### config.mk
export PLATFORM = sky130hd
export DESIGN_NAME = i2cs_port
export DESIGN_NICKNAME = d
export VERILOG_FILES = /design/src/i2cs_fifo.v /design/src/i2cs_filt.v /design/src/i2cs_port.v
export VERILOG_INCLUDE_DIRS = /design/src
export SDC_FILE = /design/constraint.sdc
export NUM_CORES = 1
export LEC_CHECK = 0
export BUFFER_PORTS_ARGS = -buffer_cell sky130_fd_sc_hd__buf_2
export CORE_MARGIN = 1
export CORE_UTILIZATION = 30
export CTS_CLUSTER_DIAMETER = 80
export CTS_CLUSTER_SIZE = 16
export DETAILED_ROUTE_END_ITERATION = 8
export PLACE_DENSITY = 0.42
export SYNTH_ARGS = -nofsm -noshare
export SYNTH_HDL_FRONTEND = slang
export SYNTH_SLANG_ARGS = --single-unit
### constraint.sdc
create_clock -name clock -period 3.1 [get_ports clock]
set_clock_uncertainty 0.2 [all_clocks]
set_input_delay 0.62 -clock clock [delete_from_list [all_inputs] [get_ports clock]]
set_output_delay 0.62 -clock clock [all_outputs]
set_load 0.01 [all_outputs]
### src/i2cs_regs.vh
`ifndef I2CS_REGS_VH
`define I2CS_REGS_VH
// Fixed upper nibble of the slave address when address mode is low
`define I2CS_ADDR_HI_FIXED     4'h5
// Master code pattern: upper five bits of 00001xxx
`define I2CS_MCODE_HI          5'h01
// Register index width
`define I2CS_RIDX_W            6
// Spike filter lengths in ns, rounded up to system clocks (F/S and HS settings)
`define I2CS_FLT_FS_NS         40
`define I2CS_FLT_HS_NS         20
`define I2CS_CLK_NS            20
`define I2CS_FLT_FS_CYC        ((`I2CS_FLT_FS_NS + `I2CS_CLK_NS - 1) / `I2CS_CLK_NS)
`define I2CS_FLT_HS_CYC        ((`I2CS_FLT_HS_NS + `I2CS_CLK_NS - 1) / `I2CS_CLK_NS)
// Data FIFO geometry
`define I2CS_FIFO_W            14
`define I2CS_FIFO_D            16
`define I2CS_FIFO_AW           4
`endif

### src/i2cs_fifo.v
`timescale 1ns/10ps
// Write FIFO between the serial port and the register side
module i2cs_fifo #(
  parameter W  = 14,
  parameter D  = 16,
  parameter AW = 4
) (
  input  wire          clock,
  input  wire          nrst,
  input  wire          in_valid,
  output wire          in_ready,
  input  wire [W-1:0]  in_data,
  output wire          out_valid,
  input  wire          out_ready,
  output wire [W-1:0]  out_data
);
  reg [W-1:0]  mem_r [0:D-1];
  reg [AW:0]   wp_r;
  reg [AW:0]   rp_r;
  wire         full;
  wire         empty;

  // Extra pointer bit tells full from empty
  assign full      = (wp_r[AW] != rp_r[AW]) && (wp_r[AW-1:0] == rp_r[AW-1:0]);
  assign empty     = (wp_r == rp_r);
  assign in_ready  = !full;
  assign out_valid = !empty;
  assign out_data  = mem_r[rp_r[AW-1:0]];

  // Pointers and storage
  always @(posedge clock) begin
    if (!nrst) begin
      wp_r <= {(AW+1){1'b0}};
      rp_r <= {(AW+1){1'b0}};
    end else begin
      if (in_valid && !full) begin
        mem_r[wp_r[AW-1:0]] <= in_data;
        wp_r <= wp_r + 1'b1;
      end
      if (out_ready && !empty)
        rp_r <= rp_r + 1'b1;
    end
  end
endmodule

### src/i2cs_filt.v
`timescale 1ns/10ps
`include "i2cs_regs.vh"
// Two-flop synchroniser followed by a spike filter of selectable length
module i2cs_filt (
  input  wire       clock,
  input  wire       nrst,
  input  wire       pin,
  input  wire       hs,
  output reg        level
);
  reg        s1_r;
  reg        s2_r;
  reg  [2:0] cnt_r;
  wire [2:0] lim;

  localparam integer LIM_FS = `I2CS_FLT_FS_CYC;
  localparam integer LIM_HS = `I2CS_FLT_HS_CYC;

  // Shorter window in high-speed mode; filter delay must fit a low phase
  assign lim = hs ? LIM_HS[2:0] : LIM_FS[2:0];

  // Level accepted only after it holds for lim cycles; lines idle high
  always @(posedge clock) begin
    if (!nrst) begin
      s1_r  <= 1'b1;
      s2_r  <= 1'b1;
      cnt_r <= 3'h0;
      level <= 1'b1;
    end else begin
      s1_r <= pin;
      s2_r <= s1_r;
      if (s2_r == level)
        cnt_r <= 3'h0;
      else if (cnt_r + 3'h1 >= lim) begin
        level <= s2_r;
        cnt_r <= 3'h0;
      end else
        cnt_r <= cnt_r + 3'h1;
    end
  end
endmodule

### src/i2cs_port.v
`timescale 1ns/10ps
`include "i2cs_regs.vh"
// Behaviour
// - Slave only; never drives the clock
// - Receive and transmit at S, F, HS rates
// - Data line driven low or released only
// - Spike filters on both lines when selected
// - Sample data on clock rise, change when low
// - Detect START and STOP on the bus
// - Repeated START restarts address reception
// - MSB first, ack after every byte
// - Receiver holds ack low; transmitter releases
// - Master nack ends read; release the line
// - First byte is address; respond on match
// - Mode low: address 0101 plus three pins
// - Mode high: six pins, bit six zero
// - Straps sampled once after reset release
// - Write frame: address, index, then data, same register
// - Read returns the selected register repeatedly
// - Master code detected and not acknowledged
// - HS held across repeats; STOP returns F/S
// - Fast mode setting after reset
// - HS switches filters and slope control
// - Force bit keeps HS permanently
// - Without master code stay in F/S
// - Two-wire select pin enables this port
module i2cs_port (
  input  wire        clock,
  input  wire        nrst,
  input  wire        two_wire_sel,
  input  wire        address_mode_pin,
  input  wire [5:0]  adr_pin,
  input  wire        scl_in,
  input  wire        sda_in,
  output reg         sda_out,
  output reg         sda_oe,
  input  wire        force_high_speed_bit,
  output reg         hs_mode,
  output reg         hs_slope,
  output reg         busy,
  output reg         wr_valid,
  input  wire        wr_ready,
  output reg  [5:0]  wr_index,
  output reg  [7:0]  wr_data,
  output reg  [5:0]  rd_index,
  input  wire [7:0]  rd_data,
  output reg         rd_strobe,
  output reg  [6:0]  own_addr
);
  // Byte states, one-hot
  localparam ST_IDLE = 5'h01;
  localparam ST_ADDR = 5'h02;
  localparam ST_RIDX = 5'h04;
  localparam ST_WDAT = 5'h08;
  localparam ST_RDAT = 5'h10;

  reg  [4:0] state_r;
  reg  [2:0] bit_r;
  reg  [7:0] sh_r;
  reg        ack_ph_r;
  reg        ack_drv_r;
  reg        rd_ack_r;
  reg        scl_d_r;
  reg        sda_d_r;
  reg        hs_r;
  reg        mcode_r;
  reg        strap_done_r;
  reg  [1:0] mode_s_r;
  reg  [5:0] adr_s1_r;
  reg  [5:0] adr_s2_r;
  reg        mode_s2_r;
  reg        settle_r;
  reg        pend_r;
  wire       fifo_pop;
  reg        sel_s1_r;
  reg        sel_s2_r;
  reg  [5:0] ridx_r;
  wire       scl;
  wire       sda;
  wire       filt_hs;
  wire       scl_rise;
  wire       scl_fall;
  wire       start_c;
  wire       stop_c;
  wire [7:0] byte_in;
  wire       fifo_in_ready;
  wire       fifo_out_valid;
  wire [13:0] fifo_out_data;
  reg        fifo_in_valid;
  reg  [13:0] fifo_in_data;

  // True when the top seven bits name this device
  function addr_hit;
    input [7:0] b;
    input [6:0] own;
    begin
      addr_hit = (b[7:1] == own);
    end
  endfunction

  // Master code has the pattern 00001xxx
  function is_mcode;
    input [7:0] b;
    begin
      is_mcode = (b[7:3] == `I2CS_MCODE_HI);
    end
  endfunction

  assign filt_hs = hs_r | force_high_speed_bit;

  // Both lines filtered; HS picks the short window
  i2cs_filt u_fscl (
    .clock (clock),
    .nrst  (nrst),
    .pin   (scl_in),
    .hs    (filt_hs),
    .level (scl)
  );
  i2cs_filt u_fsda (
    .clock (clock),
    .nrst  (nrst),
    .pin   (sda_in),
    .hs    (filt_hs),
    .level (sda)
  );

  assign scl_rise = scl & ~scl_d_r;
  assign scl_fall = ~scl & scl_d_r;
  // Data edge while clock stays high
  assign start_c  = scl & scl_d_r & sda_d_r & ~sda;
  assign stop_c   = scl & scl_d_r & ~sda_d_r & sda;
  assign byte_in  = {sh_r[6:0], sda};

  // Strap pins synchronised, caught once after reset release
  always @(posedge clock) begin
    if (!nrst) begin
      adr_s1_r     <= 6'h00;
      adr_s2_r     <= 6'h00;
      mode_s_r     <= 2'h0;
      sel_s1_r     <= 1'b0;
      sel_s2_r     <= 1'b0;
      strap_done_r <= 1'b0;
      mode_s2_r    <= 1'b0;
      settle_r     <= 1'b0;
      own_addr     <= 7'h00;
    end else begin
      adr_s1_r <= adr_pin;
      adr_s2_r <= adr_s1_r;
      mode_s_r <= {mode_s_r[0], address_mode_pin};
      sel_s1_r <= two_wire_sel;
      // Capture on the third edge, once both flops hold pin values
      if (!strap_done_r && settle_r) begin
        strap_done_r <= 1'b1;
        sel_s2_r     <= sel_s1_r;
        if (mode_s_r[1])
          own_addr <= {1'b0, adr_s2_r};
        else
          own_addr <= {`I2CS_ADDR_HI_FIXED, adr_s2_r[2:0]};
      end
      mode_s2_r <= 1'b1; // Lets the synchronisers fill first
      settle_r  <= mode_s2_r;
    end
  end

  // Writes queue in the FIFO so a slow register side cannot lose bytes
  i2cs_fifo #(
    .W  (`I2CS_FIFO_W),
    .D  (`I2CS_FIFO_D),
    .AW (`I2CS_FIFO_AW)
  ) u_fifo (
    .clock     (clock),
    .nrst      (nrst),
    .in_valid  (fifo_in_valid),
    .in_ready  (fifo_in_ready),
    .in_data   (fifo_in_data),
    .out_valid (fifo_out_valid),
    .out_ready (fifo_pop),
    .out_data  (fifo_out_data)
  );

  // Pop only when the output stage is empty or being drained; popping
  // on ready alone would discard every other queued word
  assign fifo_pop = fifo_out_valid & (~wr_valid | wr_ready);

  // FIFO output registered toward the register side
  always @(posedge clock) begin
    if (!nrst) begin
      wr_valid <= 1'b0;
      wr_index <= 6'h00;
      wr_data  <= 8'h00;
    end else if (fifo_pop) begin
      wr_valid <= 1'b1;
      wr_index <= fifo_out_data[13:8];
      wr_data  <= fifo_out_data[7:0];
    end else if (wr_ready) begin
      wr_valid <= 1'b0;
    end
  end

  // Protocol engine; acts only on bus clock edges and START/STOP from the master
  // A byte takes eight rises; pend_r marks the fall that opens the ninth
  // clock, ack_ph_r covers that ninth clock until its closing fall.
  always @(posedge clock) begin
    if (!nrst) begin
      state_r       <= ST_IDLE;
      bit_r         <= 3'h0;
      sh_r          <= 8'h00;
      pend_r        <= 1'b0;
      ack_ph_r      <= 1'b0;
      ack_drv_r     <= 1'b0;
      rd_ack_r      <= 1'b0;
      scl_d_r       <= 1'b1;
      sda_d_r       <= 1'b1;
      hs_r          <= 1'b0;
      mcode_r       <= 1'b0;
      ridx_r        <= 6'h00;
      sda_out       <= 1'b0;
      sda_oe        <= 1'b0;
      hs_mode       <= 1'b0;
      hs_slope      <= 1'b0;
      busy          <= 1'b0;
      rd_index      <= 6'h00;
      rd_strobe     <= 1'b0;
      fifo_in_valid <= 1'b0;
      fifo_in_data  <= 14'h0000;
    end else begin
      scl_d_r       <= scl;
      sda_d_r       <= sda;
      rd_strobe     <= 1'b0;
      fifo_in_valid <= 1'b0;
      sda_out       <= 1'b0;
      hs_mode       <= hs_r | force_high_speed_bit;
      hs_slope      <= hs_r | force_high_speed_bit;
      rd_index      <= ridx_r;
      if (!sel_s2_r) begin
        // Port not selected: stay off the bus entirely
        state_r  <= ST_IDLE;
        sda_oe   <= 1'b0;
        busy     <= 1'b0;
        pend_r   <= 1'b0;
        ack_ph_r <= 1'b0;
      end else if (stop_c) begin
        state_r  <= ST_IDLE;
        busy     <= 1'b0;
        sda_oe   <= 1'b0;
        pend_r   <= 1'b0;
        ack_ph_r <= 1'b0;
        hs_r     <= 1'b0;
        mcode_r  <= 1'b0;
      end else if (start_c) begin
        state_r  <= ST_ADDR;
        busy     <= 1'b1;
        bit_r    <= 3'h0;
        pend_r   <= 1'b0;
        ack_ph_r <= 1'b0;
        sda_oe   <= 1'b0;
        if (mcode_r)
          hs_r <= 1'b1;
      end else if (scl_rise) begin
        if (ack_ph_r) begin
          // Master's answer to a byte we sent; low means more wanted
          rd_ack_r <= ~sda;
        end else if (!pend_r && (state_r == ST_ADDR ||
                     state_r == ST_RIDX || state_r == ST_WDAT)) begin
          sh_r  <= byte_in;
          bit_r <= bit_r + 3'h1;
          if (bit_r == 3'h7) begin
            pend_r    <= 1'b1;
            ack_drv_r <= 1'b0;
            case (state_r)
              ST_ADDR: begin
                if (is_mcode(byte_in) && !hs_r)
                  mcode_r <= 1'b1;
                else if (addr_hit(byte_in, own_addr)) begin
                  ack_drv_r <= 1'b1;
                  if (byte_in[0]) begin
                    state_r   <= ST_RDAT;
                    rd_strobe <= 1'b1;
                  end else
                    state_r <= ST_RIDX;
                end else
                  state_r <= ST_IDLE;
              end
              ST_RIDX: begin
                ridx_r    <= byte_in[5:0];
                ack_drv_r <= 1'b1;
                state_r   <= ST_WDAT;
              end
              ST_WDAT: begin
                // Full FIFO answers nack rather than drop silently
                fifo_in_valid <= fifo_in_ready;
                fifo_in_data  <= {ridx_r, byte_in};
                ack_drv_r     <= fifo_in_ready;
              end
              default: state_r <= ST_IDLE;
            endcase
          end
        end
      end else if (scl_fall) begin
        if (pend_r) begin
          // Ninth clock opens: pull low for the whole pulse if acking
          pend_r   <= 1'b0;
          ack_ph_r <= 1'b1;
          sda_oe   <= ack_drv_r;
        end else if (ack_ph_r) begin
          // Ninth clock closes
          ack_ph_r <= 1'b0;
          if (state_r == ST_RDAT && rd_ack_r) begin
            sh_r   <= {rd_data[6:0], 1'b0};
            sda_oe <= ~rd_data[7];
            bit_r  <= 3'h1;
          end else if (state_r == ST_RDAT) begin
            sda_oe  <= 1'b0;
            state_r <= ST_IDLE;
          end else begin
            sda_oe <= 1'b0;
            bit_r  <= 3'h0;
          end
        end else if (state_r == ST_RDAT) begin
          if (bit_r == 3'h0) begin
            // Eight bits out: release for the master's answer
            sda_oe    <= 1'b0;
            ack_ph_r  <= 1'b1;
            rd_strobe <= 1'b1;
          end else begin
            sda_oe <= ~sh_r[7];
            sh_r   <= {sh_r[6:0], 1'b0};
            bit_r  <= bit_r + 3'h1;
          end
        end
      end
    end
  end
endmodule

==> metrics.txt <==
run status finished, final reports clean; post-cts resize count 0; Die Y 213 um; clock sink total ~340; post-CTS setup buffer count 0; worst path arrival time 2.93 ns; Final ANT Viol Nets 0; setup violators final 0; initial antenna violation count 1; CP required about 3.4 ns; Clock Pin Slew Worst Setup and Hold Paths ~0.08 ns; relative slew slack 53.5%; hold depth 2; Top FF cell, synth edfxtp_1; most common cell after layout, fill and taps aside edfxtp_1; Max-Cap Viols 0; H-tree levels 1; sequential element share of the synthesized area 67.8%; diode count 0; DIE WIDTH 213 um; total vias in the final route between 7000 and 8000; area share of the largest cell type after synthesis 50.3%; fin nets 991; reg2reg path depth 6; Yosys top cell by area edfxtp_1; final hold viol count 0; measured slew at the worst slew-check pin 0.696 ns; CTS buffer count 26; Die ar. 45400 um^2; FF+latch count, synth about 340; DP Worst Slack 0.439 ns; first-pass GRT wire length 48400 um; routability cong. between 0.7 and 0.8; largest net degree at the start of global routing 41; Warnings, synthesis 0; wire per inst 20.5 um; VDD IR max 0.392 mV; critical path startpoint category register; Hold WS between 0.03 and 0.04 ns; DR pass1 iterations 5; GRT Residual Overflow 0; crit path max fanout 18; r2r endpoint fifo_in_data[5]$_SDFFE_PN0P_; Initial Util between 30% and 40%; CTS Buffer Depth 3; fraction of layout cells with a size suffix above 1 23.6%; leakage between 0.005 and 0.006 uW; Initial DRC Count 446; syn avg cell area 15.5 um^2; Cells after Synth 864; Crit path largest cell delay ~0.58 ns; total global routing track utilization between 10% and 20%; cells along the critical path ha_1 -> nand3_1 -> or3_1 -> nor2_2 -> nand2_1 -> a21oi_1; Top Ports between 50 and 60; Setup CP Type reg2reg; Core Area 43600 um^2; number of global-route vias before repair around 7500; Post-CTS Hold Buffers 0; R2R setup slack about 0.45 ns; fin crit share 85.5%; Post-Route Setup TNS 0 ns; Final min period between 2 and 3 ns; PwrDens about 550 nW/um^2; max-slew violations 0; reg2reg start u_fscl.level$_SDFFE_PN1P_; Synth cell types 58; Worst-Skew Late Latency around 0.56 ns; buffers added on ports 53; Root Buffer clkbuf_16; via density per instance 4.65; mapped cell area 13400 um^2; Post-synth EDFFs 224; DP HPWL slightly above 20000 um; RSZ-0062 raised after global routing no; type of the worst min-delay path in2reg; WHS Endpoint u_fsda.s1_r$_SDFF_PN1_; top post-synthesis cells by area edfxtp_1 50%, dfxtp_1 18%, mux4_2 12%, mux2i_1 2.4%, nor2_1 2.3%; CTS tree done; CP Capture Type register; Non-Filler Instances 1554; Final WS setup approximately 0.45 ns; Max Clk Rate 377 MHz; slowest stage cell, crit path or3_1; Layout area overhead 14.6%; Hold Path Origin sda_in; most frequent cells in the layout 224 x edfxtp_1, 115 x dfxtp_1, 81 x nor2_1; placed instance count around 1500; DRT Wirelength 31900 um; # rows 76; drt drc 0; ys async rst share 0%
metrics by stage:
stage                     util, %  total power (uW)  instance area (um^2)
after floorplan                 -              5230                 13400
after global placement       33.4              5360                 14600
after detailed placement     33.4              5360                 14600
after CTS                    35.2              8570                 15300
after global routing         35.2              8760                 15300
final                        35.2              8410                 15300
area by class of cell:
type                            instances  area (um^2)
Fill cell                            4306        28200
Sequential cell                       341         9070
Multi-Input combinational cell        462         4030
Tap cell                              585          732
Clock buffer                           41          707
Timing Repair Buffer                  104          673
Inverter                               16         60.1
Clock inverter                          5         50.0
cells in the mapped netlist, drive strengths merged, types with 16 or more instances:
cell type and instances:
xor2 20, mux2i 32, o21ai 22, nand2 52
clkbuf 26, nor2 82, a21oi 35, ha 18
mux4 70, inv 16, dfxtp 117, and2 24
buf 22, edfxtp 224
registers in the layout, summed over array words and instances, names as in the netlist, 2 cells and up:
signal        count
adr_s1_r          6
adr_s2_r          6
bit_r             3
fifo_in_data     14
mode_s_r          2
own_addr          6
rd_index          6
ridx_r            6
sh_r              8
state_r           5
u_fifo.mem_r    224
u_fifo.rp_r       5
u_fifo.wp_r       5
u_fscl.cnt_r      3
u_fsda.cnt_r      3
wr_data           8
wr_index          6
worst max-delay path by stage:
| stage | startpoint | to | slack [ns] |
|---|---|---|---|
| finish | u_fscl.level$_SDFFE_PN1P_ | fifo_in_data[5]$_SDFFE_PN0P_ | 0.45 |
| global route | u_fscl.level$_SDFFE_PN1P_ | fifo_in_data[7]$_SDFFE_PN0P_ | 0.17 |
| CTS | u_fscl.level$_SDFFE_PN1P_ | fifo_in_data[5]$_SDFFE_PN0P_ | 0.42 |
| detailed placement | u_fscl.level$_SDFFE_PN1P_ | fifo_in_data[5]$_SDFFE_PN0P_ | 0.44 |
| global placement | u_fscl.level$_SDFFE_PN1P_ | fifo_in_data[3]$_SDFFE_PN0P_ | 0.46 |
| floorplan | u_fifo.wp_r[2]$_SDFFE_PN0N_ | u_fifo.mem_r[5][0]$_DFFE_PP_ | 0.35 |
cells by family after synthesis:
logic type | after synthesis | share of synthesized area (%)
buffers and inverters | 64 | 2.18
AOI/OAI and AO/OA | 85 | 4.00
xor gates and xnor gates | 23 | 1.51
other | 1 | 0.0281
DFF | 341 | 67.8
adders and majority gates | 18 | 1.68
and+or+nand+nor | 225 | 8.14
muxes | 107 | 14.6
metal layers:
| metal | GRT usage [%] | vias to the layer above | wire length (um) |
|---|---|---|---|
| met5 | 0 | - | 0 |
| met2 | 24.4 | 96 | 15300 |
| met3 | 1.85 | 36 | 807 |
| met1 | 20.0 | 3677 | 15100 |
| met4 | 3.47 | 0 | 695 |
| li1 | - | 3411 | - |
critical path, delay by kind of cell, from the launching register on:
family          cells  cell delay (ns)
fa+ha+maj           1             0.42
flops               1             0.41
compound gates      1             0.14
simple gates        4             1.40
where the power goes:
group,internal [uW],switching [uW]
combinational,201,197
sequential,4820,24.2
clock,1580,1590
No activity file was read; power rests on OpenSTA's default activity.
